File: src/rtl/wdt_pkg.sv
/*
 * Constants and carrier types for the watchdog and reset-cause flag block.
 * Assumes a 25 MHz system clock and an APB register bus with 32-bit data.
 */
package wdt_pkg;

	// Register byte addresses
	localparam logic [7:0]  FLAGS_ADDR      = 8'h00;
	localparam logic [7:0]  CTRL_ADDR       = 8'h04;

	// Reset-cause flag positions
	localparam int          POWERON_BIT     = 0;
	localparam int          PIN_BIT         = 1;
	localparam int          BROWNOUT_BIT    = 2;
	localparam int          DOG_BIT         = 3;
	localparam int          SCAN_BIT        = 4;

	// Watchdog control field positions
	localparam int          SEL_LSB         = 0;
	localparam int          ENABLE_BIT      = 3;
	localparam int          UNLOCK_BIT      = 4;

	// Reset values
	localparam logic [4:0]  FLAGS_RST       = 5'h01;
	localparam logic [7:0]  CTRL_RST        = 8'h00;

	// Synchroniser order: osc, pin_b, brownout, scan, fuse0, fuse1
	localparam int          SYNC_W          = 6;
	localparam logic [5:0]  SYNC_RST        = 6'h02;

	// Timing
	localparam logic [2:0]  UNLOCK_CYC      = 3'h4;
	localparam logic [21:0] BASE_PERIOD     = 22'h00_4000;
	localparam int          CLK_MHZ         = 25;
	localparam int          TOUT0_US        = 10;
	localparam int          TOUT1_US        = 4100;
	localparam int          TOUT2_US        = 16000;
	localparam int          TOUT3_US        = 65000;
	localparam int          TOUT0_CYC       = TOUT0_US * CLK_MHZ;
	localparam int          TOUT1_CYC       = TOUT1_US * CLK_MHZ;
	localparam int          TOUT2_CYC       = TOUT2_US * CLK_MHZ;
	localparam int          TOUT3_CYC       = TOUT3_US * CLK_MHZ;

	typedef struct packed {
		logic [2:0] rsvd;
		logic       unlock;
		logic       enable;
		logic [2:0] sel;
	} ctrl_t;

	typedef struct packed {
		logic scan;
		logic dog;
		logic brownout;
		logic pin;
		logic poweron;
	} flags_t;

endpackage
File: src/rtl/watchdog_and_reset_flags.sv
/*
 * Watchdog timer with reset-delay counter and reset-cause flag register.
 * Assumes an APB master on core_clk, rst_b acting as the power-on reset,
 * a free running watchdog oscillator and reset sources arriving async.
 */
//
// Summary of operation
// - On expiry a reset pulse lasting exactly one system clock is emitted.
// - Falling edge of that pulse starts the reset delay counter.
// - Watchdog counter advances on its own oscillator, not the system clock.
// - Clear instruction restarts the watchdog counter from zero.
// - Counter also cleared while disabled and during any chip reset.
// - Unserviced expiry resets the device, restarting from reset vector.
// - Three-bit select picks 16384 to 2097152 oscillator cycles, doubling.
// - Turn-off unlock bit clears itself four system clocks after set.
// - Writing one enables; writing zero disables only while unlock reads one.
// - Control bits 7 to 5 always read as zero.
// - Scan reset sets flag 4; power-on or software zero clears it.
// - Watchdog reset sets flag 3; power-on or software zero clears it.
// - Brown-out reset sets flag 2; power-on or software zero clears it.
// - Pin reset sets flag 1; power-on or software zero clears it.
// - Power-on sets flag 0; only a software zero clears it.
// - Delay counter length selected by nonvolatile clock-select fuses.
`timescale 1ns/10ps
`default_nettype none

module watchdog_and_reset_flags #(
	parameter int unsigned DELAY_CYC0 = wdt_pkg::TOUT0_CYC,
	parameter int unsigned DELAY_CYC1 = wdt_pkg::TOUT1_CYC,
	parameter int unsigned DELAY_CYC2 = wdt_pkg::TOUT2_CYC,
	parameter int unsigned DELAY_CYC3 = wdt_pkg::TOUT3_CYC
) (
	input  wire logic        core_clk,
	input  wire logic        rst_b,
	input  wire logic        psel,
	input  wire logic        penable,
	input  wire logic        pwrite,
	input  wire logic [7:0]  paddr,
	input  wire logic [31:0] pwdata,
	output logic      [31:0] prdata,
	output logic             pready,
	output logic             pslverr,
	input  wire logic        dog_clear_instruction,
	input  wire logic        dog_osc,
	input  wire logic        pin_reset_b,
	input  wire logic        brownout_det,
	input  wire logic        scan_reset,
	input  wire logic [1:0]  clock_select_fuses,
	output logic             dog_reset_pulse,
	output logic             core_reset_b
);

	////////////////////////////////////////////////////////////////////////
	// Input synchronisers

	wire logic [5:0] sync_in;
	logic      [5:0] sync1_r;
	logic      [5:0] sync2_r;

	assign sync_in = {clock_select_fuses, scan_reset, brownout_det,
	                  pin_reset_b, dog_osc};

	genvar gi;
	generate
		for (gi = 0; gi < wdt_pkg::SYNC_W; gi++) begin : g_sync
			always_ff @(posedge core_clk) begin
				if (!rst_b) begin
					sync1_r[gi] <= wdt_pkg::SYNC_RST[gi];
					sync2_r[gi] <= wdt_pkg::SYNC_RST[gi];
				end else begin
					sync1_r[gi] <= sync_in[gi];
					sync2_r[gi] <= sync1_r[gi];
				end
			end
		end
	endgenerate

	wire logic       osc_s;
	wire logic       pin_rst;
	wire logic       brownout_rst;
	wire logic       scan_rst;
	wire logic [1:0] fuse_s;
	logic            osc_d_r;

	assign osc_s        = sync2_r[0];
	assign pin_rst      = ~sync2_r[1];
	assign brownout_rst = sync2_r[2];
	assign scan_rst     = sync2_r[3];
	assign fuse_s       = sync2_r[5:4];

	always_ff @(posedge core_clk) begin
		if (!rst_b)
			osc_d_r <= 1'b0;
		else
			osc_d_r <= osc_s;
	end

	wire logic osc_tick;
	assign osc_tick = osc_s & ~osc_d_r;

	////////////////////////////////////////////////////////////////////////
	// APB decode

	wire logic sel_flags;
	wire logic sel_ctrl;
	wire logic mapped;
	wire logic access;
	wire logic flags_wr;
	wire logic ctrl_wr;

	assign sel_flags = (paddr == wdt_pkg::FLAGS_ADDR);
	assign sel_ctrl  = (paddr == wdt_pkg::CTRL_ADDR);
	assign mapped    = sel_flags | sel_ctrl;
	// Transfer completes on the second access cycle
	assign access    = psel & penable & pready;
	assign flags_wr  = access & pwrite & sel_flags;
	assign ctrl_wr   = access & pwrite & sel_ctrl;

	////////////////////////////////////////////////////////////////////////
	// Watchdog control register

	wdt_pkg::ctrl_t  ctrl_r;
	wdt_pkg::ctrl_t  ctrl_nxt;
	logic      [2:0] unl_cnt_r;
	logic      [2:0] unl_cnt_nxt;
	logic            dog_pulse_r;
	wire logic       chip_rst;

	// any source but power-on (rst_b), including the watchdog itself
	assign chip_rst = pin_rst | brownout_rst | scan_rst | dog_pulse_r;

	always_comb begin
		ctrl_nxt    = ctrl_r;
		unl_cnt_nxt = unl_cnt_r;
		if (ctrl_wr && pwdata[wdt_pkg::UNLOCK_BIT]) begin
			ctrl_nxt.unlock = 1'b1;
			unl_cnt_nxt     = wdt_pkg::UNLOCK_CYC - 3'h1;
		end else if (ctrl_r.unlock) begin
			if (unl_cnt_r == 3'h0)
				ctrl_nxt.unlock = 1'b0;
			else
				unl_cnt_nxt = unl_cnt_r - 3'h1;
		end
		if (ctrl_wr) begin
			// a zero only lands while unlock is already set
			ctrl_nxt.enable = pwdata[wdt_pkg::ENABLE_BIT] |
			                  (ctrl_r.enable & ~ctrl_r.unlock);
			ctrl_nxt.sel    = pwdata[wdt_pkg::SEL_LSB +: 3];
		end
		ctrl_nxt.rsvd = 3'h0;
	end

	always_ff @(posedge core_clk) begin
		if (!rst_b || chip_rst) begin
			ctrl_r    <= wdt_pkg::CTRL_RST;
			unl_cnt_r <= 3'h0;
		end else begin
			ctrl_r    <= ctrl_nxt;
			unl_cnt_r <= unl_cnt_nxt;
		end
	end

	////////////////////////////////////////////////////////////////////////
	// Watchdog counter

	logic      [20:0] dog_cnt_r;
	logic      [20:0] dog_cnt_nxt;
	wire logic [21:0] period;
	wire logic [20:0] dog_limit;
	wire logic        expire;

	assign period    = wdt_pkg::BASE_PERIOD << ctrl_r.sel;
	assign dog_limit = 21'(period - 22'h00_0001);
	assign expire    = ctrl_r.enable & osc_tick & (dog_cnt_r == dog_limit);

	always_comb begin
		dog_cnt_nxt = dog_cnt_r;
		// cleared when disabled or in reset
		if (chip_rst || dog_clear_instruction || !ctrl_r.enable)
			dog_cnt_nxt = 21'h00_0000;
		else if (osc_tick)
			dog_cnt_nxt = expire ? 21'h00_0000 : dog_cnt_r + 21'h00_0001;
	end

	always_ff @(posedge core_clk) begin
		if (!rst_b) begin
			dog_cnt_r   <= 21'h00_0000;
			dog_pulse_r <= 1'b0;
		end else begin
			dog_cnt_r   <= dog_cnt_nxt;
			// counter restarts, so the pulse is one clock
			dog_pulse_r <= expire & ~chip_rst;
		end
	end

	////////////////////////////////////////////////////////////////////////
	// Reset delay counter

	wire logic [23:0] delay_last;
	logic      [23:0] dly_cnt_r;
	logic             core_run_r;

	assign delay_last = (fuse_s == 2'h0) ? 24'(DELAY_CYC0 - 1) :
	                    (fuse_s == 2'h1) ? 24'(DELAY_CYC1 - 1) :
	                    (fuse_s == 2'h2) ? 24'(DELAY_CYC2 - 1) :
	                                       24'(DELAY_CYC3 - 1);

	// count starts once the pulse falls
	always_ff @(posedge core_clk) begin
		if (!rst_b || chip_rst) begin
			dly_cnt_r  <= 24'h00_0000;
			core_run_r <= 1'b0;
		end else if (!core_run_r) begin
			if (dly_cnt_r == delay_last)
				core_run_r <= 1'b1;
			else
				dly_cnt_r <= dly_cnt_r + 24'h00_0001;
		end
	end

	////////////////////////////////////////////////////////////////////////
	// Reset-cause flags

	wdt_pkg::flags_t flags_r;
	wire logic [4:0] flag_set;
	wire logic [4:0] flag_clr;

	assign flag_set = {scan_rst, dog_pulse_r, brownout_rst, pin_rst, 1'b0};
	assign flag_clr = flags_wr ? ~pwdata[4:0] : 5'h00;

	always_ff @(posedge core_clk) begin
		if (!rst_b)
			// power-on sets flag 0, clears the rest
			flags_r <= wdt_pkg::FLAGS_RST;
		else
			// Set wins over a same-cycle software clear
			flags_r <= flag_set | (flags_r & ~flag_clr);
	end

	////////////////////////////////////////////////////////////////////////
	// APB response

	wire logic [31:0] rd_mux;
	logic      [31:0] prdata_r;
	logic             pready_r;
	logic             pslverr_r;

	assign rd_mux = sel_flags ? {27'h000_0000, flags_r} :
	                sel_ctrl  ? {24'h00_0000, ctrl_r}   : 32'h0000_0000;

	always_ff @(posedge core_clk) begin
		if (!rst_b) begin
			pready_r  <= 1'b0;
			pslverr_r <= 1'b0;
			prdata_r  <= 32'h0000_0000;
		end else begin
			pready_r  <= psel & penable & ~pready_r;
			pslverr_r <= psel & penable & ~pready_r & ~mapped;
			prdata_r  <= (psel & penable & ~pready_r & ~pwrite) ?
			             rd_mux : 32'h0000_0000;
		end
	end

	assign prdata          = prdata_r;
	assign pready          = pready_r;
	assign pslverr         = pslverr_r;
	assign dog_reset_pulse = dog_pulse_r;
	assign core_reset_b    = core_run_r;

endmodule

`default_nettype wire

File: config.mk
export PLATFORM = sky130hd
export DESIGN_NAME = watchdog_and_reset_flags
export DESIGN_NICKNAME = d
export VERILOG_FILES = /design/src/rtl/wdt_pkg.sv /design/src/rtl/watchdog_and_reset_flags.sv
export SDC_FILE = /design/constraint.sdc
export NUM_CORES = 1
export LEC_CHECK = 0
export ABC_CLOCK_PERIOD_IN_PS = 2700
export BUFFER_PORTS_ARGS = -buffer_cell sky130_fd_sc_hd__buf_2
export CAP_MARGIN = 20
export CORE_MARGIN = 2
export CORE_UTILIZATION = 54
export DETAILED_ROUTE_END_ITERATION = 16
export HOLD_SLACK_MARGIN = 0.06
export PLACE_DENSITY = 0.8
export SYNTH_ARGS = -nofsm -noshare
export SYNTH_HDL_FRONTEND = slang
export SYNTH_SLANG_ARGS = --single-unit
File: constraint.sdc
create_clock -name core_clk -period 2.7 [get_ports core_clk]
set_clock_uncertainty 0.2 [all_clocks]
set_input_delay 0.135 -clock core_clk [delete_from_list [all_inputs] [get_ports core_clk]]
set_output_delay 0.135 -clock core_clk [all_outputs]
set_load 0.02 [all_outputs]
# Word level (Yosys, flattened, before mapping)

Index checks and enable logic that the tools add are counted.

Bits in registers: 107
Logic and storage cells: 111
Output and inout bits: 36

Reductions and logical operators: 18
Eq/ne operators: 6
Multiplexer cells: 15
Add/subtract/negate cells: 4
Bitwise operators: 35
Shift-type cells: 1

Operators with widths:

| kind                                                                  | count |
|---|---|
| 21-bit 2-to-1 mux                                                     | 4 |
| 24-bit by 1-bit adder with 24-bit output, second input constant       | 1 |
| 24-bit by 21-bit equality test with 1-bit output                      | 1 |
| 21-bit by 1-bit adder with 21-bit output, second input constant       | 1 |
| 21-bit equality test                                                  | 1 |
| 15-bit by 3-bit << shifter with 21-bit output, first input constant   | 1 |
| 21-bit by 1-bit subtractor with 21-bit output, second input constant  | 1 |
| 5-bit 2-to-1 mux                                                      | 3 |
| 1-bit bitwise AND                                                     | 13 |
| 1-bit inverter                                                        | 13 |
| 5-bit inverter                                                        | 2 |
| 8-bit by 3-bit equality test with 1-bit output, second input constant | 1 |
| 8-bit zero test                                                       | 1 |
| 2-bit AND reduction                                                   | 4 |
| 2-bit 2-to-1 mux                                                      | 3 |
| 5-bit bitwise AND                                                     | 1 |
| 1-bit 2-to-1 mux                                                      | 5 |
| 1-bit bitwise OR                                                      | 5 |
| 5-bit bitwise OR                                                      | 1 |
| 2-bit OR reduction                                                    | 2 |
| 4-bit OR reduction                                                    | 1 |
| 3-bit zero test                                                       | 1 |
| 1-bit logical OR                                                      | 3 |
| 3-bit OR reduction                                                    | 1 |
| other kinds (8)                                                       | 9 |

# Depth between registers and ports, before layout

Gate-level depths: netlist of run 1.

Depth after elaboration: 8
Mapped depth: 9
Depth with buffers taken out: 8

# Worst setup path before layout of run 1

Ideal clock, no wire load.

Kind: reg2reg
Start: reg sync2_r[4], in the netlist fuse_s[0]
End: reg dly_cnt_r[8]
Library setup time: 0.121 ns
Setup slack: 0.257 ns
Data required time: 2.379 ns
Arrival time: 2.122 ns
Stages on the path, launching flop included: 8
Cell sequence: dfxtp_1 inv_1 ha_1 or3_1 a2111oi_2 a21oi_1 nand4_1 mux2_2

Cells in the longest elaborated chain, start to end: 7
Elaborated cells on any way between the ends: 9
Those cells by class: eq/ne: 3; mux: 3; bitwise: 1; reduce/logical: 2

RTL lines:

| item                                                 | RTL line                        | source |
|---|---|---|
| start, declared                                      | watchdog_and_reset_flags.sv:58  | `logic [5:0] sync2_r;` |
| start signal, assigned by index                      | watchdog_and_reset_flags.sv:69  | `sync2_r[gi] <= wdt_pkg::SYNC_RST[gi];` |
| start signal, assigned by index                      | watchdog_and_reset_flags.sv:72  | `sync2_r[gi] <= sync1_r[gi];` |
| 2-bit equality test                                  | watchdog_and_reset_flags.sv:205 | `(fuse_s == 2'h2) ? 24'(DELAY_CYC2 - 1) :` |
| 21-bit 2-to-1 mux                                    | watchdog_and_reset_flags.sv:205 |  |
| 21-bit 2-to-1 mux                                    | watchdog_and_reset_flags.sv:204 | `(fuse_s == 2'h1) ? 24'(DELAY_CYC1 - 1) :` |
| 21-bit 2-to-1 mux (*)                                | watchdog_and_reset_flags.sv:203 | `assign delay_last = (fuse_s == 2'h0) ? 24'(DELAY_CYC0 - 1) :` |
| 24-bit by 21-bit equality test with 1-bit output (*) | watchdog_and_reset_flags.sv:214 | `if (dly_cnt_r == delay_last)` |
| 1-bit inverter (no line) (*)                         | n/a                             |  |
| 2-bit AND reduction (no line) (*)                    | n/a                             |  |
| end signal, assigned                                 | watchdog_and_reset_flags.sv:217 | `dly_cnt_r <= dly_cnt_r + 24'h00_0001;` |
| end, declared                                        | watchdog_and_reset_flags.sv:200 | `logic [23:0] dly_cnt_r;` |

Every way passes the cells marked *; elsewhere a longest branch is shown, timed or not.
A chain may end at the register's enable or synchronous reset.

# Worst setup path in the final report of run 1

Start: in paddr[6]
End: reg prdata_r[2], in the netlist prdata[2]

Cells in the longest elaborated chain, start to end: 3
Elaborated cells on any way between the ends: 4
Those cells by class: eq/ne: 1; mux: 2; reduce/logical: 1

RTL lines:

| item                                           | RTL line                        | source |
|---|---|---|
| start, declared                                | watchdog_and_reset_flags.sv:38  | `input wire logic [7:0] paddr,` |
| 8-bit by 3-bit equality test with 1-bit output | watchdog_and_reset_flags.sv:112 | `assign sel_ctrl = (paddr == wdt_pkg::CTRL_ADDR);` |
| 5-bit 2-to-1 mux                               | watchdog_and_reset_flags.sv:249 | `sel_ctrl ? {24'h00_0000, ctrl_r} : 32'h0000_0000;` |
| 5-bit 2-to-1 mux (*)                           | watchdog_and_reset_flags.sv:248 | `assign rd_mux = sel_flags ? {27'h000_0000, flags_r} :` |
| end signal, assigned                           | watchdog_and_reset_flags.sv:259 | `prdata_r <= (psel & penable & ~pready_r & ~pwrite) ?` |
| end, declared                                  | watchdog_and_reset_flags.sv:244 | `logic [31:0] prdata_r;` |

Marks and branches as above.

==> reports/qor.csv, run 1 <==
stage,metric,value,unit
status,outcome,"finished, final reports clean",
timing,"Slew Viols, Final",0,
synthesis,"area leader, netlist",dfxtp_1,
clock_tree,clock-pin slew on the worst setup and hold paths,0.08,ns
critical_path,Critical Path RT,2.79,ns
finish,nets@finish,565,
critical_path,Most Frequent Cell on Critical Path,dlygate4sd3_1,
global_route,Global Route Usage Sum,20.46,%
critical_path,crit path kind,input pin to flip-flop,
critical_path,critical path capture point type,flip-flop,
finish,Syn-to-layout area delta,16.25,%
routing,ANT nets after route,0,
global_route,initial antenna violation count,0,
floorplanning,I/O pins,88,
global_route,first-pass GRT wire length,12590,um
timing,Max-slew headroom,59.36,%
clock_tree,TritonCTS buffer count,9,
finish,"leading cell type in the layout, fill and taps excluded",dfxtp_1,
critical_path,flop-to-flop setup slack,0.21,ns
critical_path,CP Capture Point,prdata[2]$_SDFF_PN0_,
power_and_ir_drop,Static Leakage,1.817,nW
timing,final worst path period share,95.18,%
synthesis,number of synthesized flops with an enable pin,0,
routing,via count,3120,
place,I/O Buffers,33,
critical_path,CP Launch Point,paddr[6],
timing,fmax,389.1,MHz
clock_tree,CTS Root Cell,clkbuf_8,
clock_tree,CTS Sinks,80,
finish,Filler cells,544,
timing,min Tclk post-route,2.570,ns
min_path,worst min path class,input pin to flip-flop,
critical_path,CP Depth,7,
finish,Final Instance Area,4519,um^2
routing,vias per inst,5.157,
routing,# DRC,0,
floorplanning,die width,88.85,um
finish,area of the multi-input gates,2064,um^2
synthesis,Yosys top cell area share,41.20,%
synthesis,Synth warnings,0,
global_route,total congestion overflow,0,
finish,diode count,0,
finish,register area,1602,um^2
place,pre-CTS setup slack,0.1189,ns
place,DP Wirelength,5330,um
timing,Post-Route Setup TNS,0,ns
critical_path,CP max stage cell,dlygate4sd3_1,
timing,hold slack final,0.1023,ns
clock_tree,H-tree lvl count,3,
global_route,largest net degree at the start of global routing,25,
timing,Final Hold Vio Count,0,
timing,RSZ-0062 raised after global routing,no,
finish,layout cells sized above 1,13.75,%
floorplanning,num rows,30,
timing,Least-Margin Pin Slew,0.6011,ns
floorplanning,Die ar.,7893,um^2
critical_path,Critical path buffers and inverters,3,
place,dpl cell area,4044,um^2
synthesis,Synth Cell Area,3887,um^2
routing,DRT iter0 DRCs,132,
clock_tree,post-CTS setup repair buffer count,0,
power_and_ir_drop,power per cell area,498.5,nW/um^2
synthesis,prevailing post-synth register cell,dfxtp_1,
routing,wire per inst,12.90,um
routing,Routed Wire Length,7803,um
clock_tree,"Clk Latency, worst-skew pair",0.35,ns
critical_path,FF-to-FF End,dly_cnt_r[3]$_SDFFE_PP0P_,
flow_run,Max Cap Violations,0,
synthesis,Post-Syn Instances,447,
critical_path,CP top delay family,simple AND/OR/NAND/NOR gates,
timing,Setup-failing EPs final,0,
critical_path,Worst Path Max Fanout,5,
critical_path,RR Startpoint,fuse_s[0]$_SDFF_PN0_,
floorplanning,Initial Util,56.59,%
finish,"commonest non-fill, non-tap cells in the layout","80 x dfxtp_1, 49 x nor2_1, 33 x buf_2",
synthesis,Yosys reg bits,80,
synthesis,Cell variety after synth,52,
timing,Final WS setup,0.1302,ns
floorplanning,Core Box Area,6869,um^2
synthesis,Synth async-reset ratio,0,%
critical_path,"Critical Path, Cell by Cell",dlygate4sd3_1 -> buf_2 -> or4_1 -> dlygate4sd3_1 -> or2_2 -> or3_1 -> nor2_1,
synthesis,Synth area leaders,"dfxtp_1 41%, buf_4 5.4%, nor2_1 4.7%",
synthesis,register area share after synthesis,41.20,%
critical_path,"slowest stage delay, CP",0.58,ns
routing,DR pass1 iterations,4,
critical_path,Critical Path AT,2.66,ns
clock_tree,CTS tree,built,
floorplanning,Die Ht,88.85,um
power_and_ir_drop,Worst VDD drop,0.2718,mV
min_path,worst hold path depth,4,
clock_tree,clk buf depth,2,
place,Final GP Congestion,0.8038,
global_route,number of global-route vias before repair,2908,
critical_path,crit start category,input pin,
synthesis,syn_area_per_cell,8.697,um^2
critical_path,Register-to-Register Path Depth,9,
state kept, by name, summed over array words and instances (netlist names), 2 cells and up:
register / count
ctrl_r: 5
dly_cnt_r: 24
dog_cnt_r: 21
flags_r: 5
fuse_s: 2
prdata: 5
sync1_r: 6
unl_cnt_r: 3
layout make-up:
class,instances,share of cell area (%)
tap,96,2.658
multi-input combinational,335,45.68
clock buffer,9,2.741
timing repair buffer,65,10.63
inverter,13,1.080
clock inverter,7,1.772
sequential,80,35.44
how the worst min path moves through the flow:
stage                                startpoint                          to  slack [ns]
after floorplan           dog_clear_instruction  dog_cnt_r[12]$_SDFFE_PP0P_        0.01
after global placement    clock_select_fuses[1]       sync1_r[5]$_SDFF_PN0_        0.14
after detailed placement            pin_reset_b       sync1_r[1]$_SDFF_PN1_        0.14
after CTS                                  psel        prdata[1]$_SDFF_PN0_        0.08
after global routing                       psel        prdata[4]$_SDFF_PN0_        0.14
final                                      psel        prdata[1]$_SDFF_PN0_        0.10
metrics by stage:
| stage | util [%] | power (mW) | instances |
|---|---|---|---|
| detailed placement | 58.87 | 1.355 | 564 |
| floorplan | - | 1.348 | 473 |
| global route | 65.79 | 2.326 | 605 |
| CTS | 65.48 | 2.259 | 605 |
| finish | 65.79 | 2.253 | 605 |
| global placement | 58.87 | 1.351 | 564 |
worst reg2reg max path, stage by stage, from the launching register on:
cell and delay [ns]:
dfxtp_1 0.40, inv_1 0.09, ha_1 0.32, and3b_1 0.18
a21oi_1 0.23, a2111oi_4 0.10, a21oi_2 0.31, buf_4 0.25
a21oi_1 0.10, a31o_2 0.23
per-layer routing:
metal | GRT usage [%] | wire [um] | up-vias
li1 | - | - | 1586
met1 | 24.46 | 3492 | 1447
met2 | 35.62 | 3864 | 78
met3 | 3.265 | 345 | 9
met4 | 9.917 | 101 | 0
met5 | 0 | 0 | -
where the power goes:
part,leakage [nW],internal [mW],switching [mW]
clock network,0.102,0.438,0.459
registers,0.648,1.19,0.00876
logic,1.07,0.0639,0.0893
total,1.82,1.70,0.557
synth_stat cells (3+ instances only):
cell      instances
a211oi_1          3
a21oi_1          22
and2_1           18
and3_1           10
and4_1            4
buf_4            28
clkbuf_1         12
dfxtp_1          80
ha_1              9
inv_1            13
mux2i_1          14
nand2_1          32
nand2b_1         10
nand3_1          19
nand4_1          13
nor2_1           49
nor3_1            6
nor4_1            4
o21a_1            7
o21ai_0          14
or3_1            11
xnor2_1          16
xor2_1           16
kinds of logic after synthesis:
group,after synthesis,synth area share (%)
buf+inv,58,8.754
other cells,1,0.09646
mux,16,4.184
compound gates,55,8.529
fa+ha+maj,9,2.897
xor+xnor,32,7.209
flops,80,41.20
simple gates,196,27.13
repair_timing:
| action | 4_1_cts | 5_1_grt |
|---|---|---|
| resized for setup | 0 | 3 |
| hold endpoints to repair | 33 | 0 |
| hold buffers | 25 | 0 |
| endpoints found under the setup margin | 0 | 10 |
Note: power is estimated with default switching activity, not from simulation.
==> inputs of run 2 (changes only) <==
--- a/config.mk
+++ b/config.mk
@@ -12,6 +12,7 @@
 export CORE_UTILIZATION = 54
 export DETAILED_ROUTE_END_ITERATION = 16
 export HOLD_SLACK_MARGIN = 0.06
+export MAX_ROUTING_LAYER = met4
 export PLACE_DENSITY = 0.8
 export SYNTH_ARGS = -nofsm -noshare
 export SYNTH_HDL_FRONTEND = slang
==> reports/qor.csv, run 2 (synthesis gave the netlist of run 1 again) <==
stage,metric,value,unit,change
routing,via count,3117,,was 3120
clock_tree,CTS Sinks,80,,unchanged
clock_tree,CTS tree,built,,unchanged
finish,Filler cells,544,,unchanged
clock_tree,TritonCTS buffer count,9,,unchanged
finish,area of the multi-input gates,2064,um^2,unchanged
routing,DRT iter0 DRCs,130,,was 132
routing,wire per inst,12.91,um,was 12.90 um
critical_path,critical path capture point type,flip-flop,,unchanged
global_route,total congestion overflow,0,,unchanged
clock_tree,CTS Root Cell,clkbuf_8,,unchanged
timing,"Slew Viols, Final",0,,unchanged
place,pre-CTS setup slack,0.1189,ns,unchanged
place,dpl cell area,4044,um^2,unchanged
critical_path,Worst Path Max Fanout,5,,unchanged
status,outcome,"finished, final reports clean",,unchanged
timing,Least-Margin Pin Slew,0.6010,ns,was 0.6011 ns
timing,final worst path period share,95.09,%,was 95.18%
timing,fmax,389.5,MHz,was 389.1 MHz
timing,Max-slew headroom,59.37,%,was 59.36%
clock_tree,"Clk Latency, worst-skew pair",0.35,ns,about the same
floorplanning,Initial Util,56.59,%,unchanged
floorplanning,die width,88.85,um,unchanged
clock_tree,clock-pin slew on the worst setup and hold paths,0.08,ns,about the same
finish,"leading cell type in the layout, fill and taps excluded",dfxtp_1,,unchanged
routing,ANT nets after route,0,,unchanged
place,placed cell count,564,,unchanged
timing,RSZ-0062 raised after global routing,no,,unchanged
clock_tree,clk buf depth,2,,unchanged
timing,Final Hold Vio Count,0,,unchanged
clock_tree,H-tree lvl count,3,,unchanged
finish,Final Instance Area,4519,um^2,unchanged
power_and_ir_drop,power per cell area,498.8,nW/um^2,was 498.5 nW/um^2
timing,Post-Route Setup TNS,0,ns,unchanged
finish,Syn-to-layout area delta,16.25,%,unchanged
finish,diode count,0,,unchanged
floorplanning,Core Box Area,6869,um^2,unchanged
critical_path,Critical Path RT,2.79,ns,about the same
finish,top flop regs,"dly_cnt_r x24, dog_cnt_r x21, sync1_r x6",,unchanged
routing,# DRC,0,,unchanged
routing,vias per inst,5.152,,was 5.157
power_and_ir_drop,Int Pwr,1.696,mW,about the same
critical_path,Critical Path AT,2.66,ns,about the same
global_route,largest net degree at the start of global routing,25,,unchanged
routing,DR pass1 iterations,4,,unchanged
global_route,GR peak layer,met2,,unchanged
finish,layout cells sized above 1,13.75,%,unchanged
timing,hold slack final,0.09979,ns,was 0.1023 ns
floorplanning,Die ar.,7893,um^2,unchanged
finish,Largest Register,dly_cnt_r,,unchanged
critical_path,crit path kind,input pin to flip-flop,,unchanged
power_and_ir_drop,Worst VDD drop,0.2730,mV,was 0.2718 mV
global_route,first-pass GRT wire length,12610,um,was 12590 um
critical_path,crit start category,input pin,,unchanged
routing,Routed Wire Length,7809,um,was 7803 um
global_route,number of global-route vias before repair,2905,,was 2908
power_and_ir_drop,"Power, Total",2.254,mW,was 2.253 mW
floorplanning,num rows,30,,unchanged
finish,Finished Layout Cells,605,,unchanged
flow_run,Max Cap Violations,0,,unchanged
place,DP Wirelength,5330,um,unchanged
power_and_ir_drop,power share of the clock group,39.9,%,was 39.8%
finish,nets@finish,565,,unchanged
place,I/O Buffers,33,,unchanged
floorplanning,I/O pins,88,,unchanged
min_path,worst min path class,input pin to flip-flop,,unchanged
place,Final GP Congestion,0.8154,,was 0.8038
timing,min Tclk post-route,2.567,ns,was 2.570 ns
finish,"commonest non-fill, non-tap cells in the layout","80 x dfxtp_1, 49 x nor2_1, 33 x buf_2",,unchanged
finish,register area,1602,um^2,unchanged
finish,final core occ,65.79,%,unchanged
global_route,Global Route Usage Sum,21.15,%,was 20.46%
global_route,initial antenna violation count,0,,unchanged
timing,Setup-failing EPs final,0,,unchanged
power_and_ir_drop,Sw Pwr,558.6,uW,was 557.1 uW
finish,max reg flops,24,,unchanged
power_and_ir_drop,Net Sw Frac,24.78,%,was 24.73%
power_and_ir_drop,Seq pwr share,53.3,%,was 53.4%
global_route,M2 GR Usage,35.62,%,unchanged
power_and_ir_drop,Static Leakage,1.817,nW,unchanged
timing,Final WS setup,0.1326,ns,was 0.1302 ns
global_route,GR met1 Demand/Resource,24.46,%,unchanged
floorplanning,Die Ht,88.85,um,unchanged
power_and_ir_drop,combinational share of power,6.8,%,about the same
global_route,routing usage on met3,3.545,%,was 3.265%
## run 2: cell counts in the layout (fill, tap and decap cells not counted)
Identical to the previous run, type by type.
## run 2: path summary, 6_finish.rpt
| check | slack (ns) | end | start | cells after the start |
|---|---|---|---|---|
| setup / recovery | 0.13 | prdata[2]$_SDFF_PN0_ | paddr[6] | 7 |
| hold / removal | 0.1 | prdata[1]$_SDFF_PN0_ | psel | 4 |
| setup reg to reg | 0.21 | dly_cnt_r[3]$_SDFFE_PP0P_ | fuse_s[0]$_SDFF_PN0_ | 9 |
| hold reg to reg | 0.23 | fuse_s[0]$_SDFF_PN0_ | sync1_r[4]$_SDFF_PN0_ | 1 |
## run 2: area by class of cell
cell class              instances  area share (%)
clock buffers                   9           2.741
clock inverters                 7           1.772
inverters                      13           1.080
multi-input cells             335           45.68
flip-flops and latches         80           35.44
well taps                      96           2.658
repair buffers                 65           10.63
## run 2: routing by layer
metal | share of wire [%] | vias to the layer above
met5 | 0 | -
li1 | - | 1585
met4 | 1.3 | 0
met3 | 4.5 | 9
met1 | 45 | 1444
met2 | 50 | 79
## run 2: timing repair
item                                    in CTS  in global routing
endpoints found under the setup margin       0                 10
buffers inserted                             0                  0
endpoints found under the hold margin       33                  0
hold buffers                                25                  0
resized for setup                            0                  3
## run 2: power groups by stage
| stage | sequential [mW] | clock (mW) | combinational [mW] |
|---|---|---|---|
| finish | 1.20 | 0.899 | 0.153 |
| floorplan | 1.23 | 0 | 0.118 |
| detailed placement | 1.23 | 0 | 0.124 |
| CTS | 1.20 | 0.905 | 0.151 |
| global placement | 1.23 | 0 | 0.121 |
| global route | 1.20 | 0.953 | 0.170 |
## run 2: worst max-delay path: stages
cell and delay [ns]:
dlygate4sd3_1 0.53, buf_2 0.11, or4_1 0.42, dlygate4sd3_1 0.58
or2_2 0.30, or3_1 0.43, nor2_1 0.13
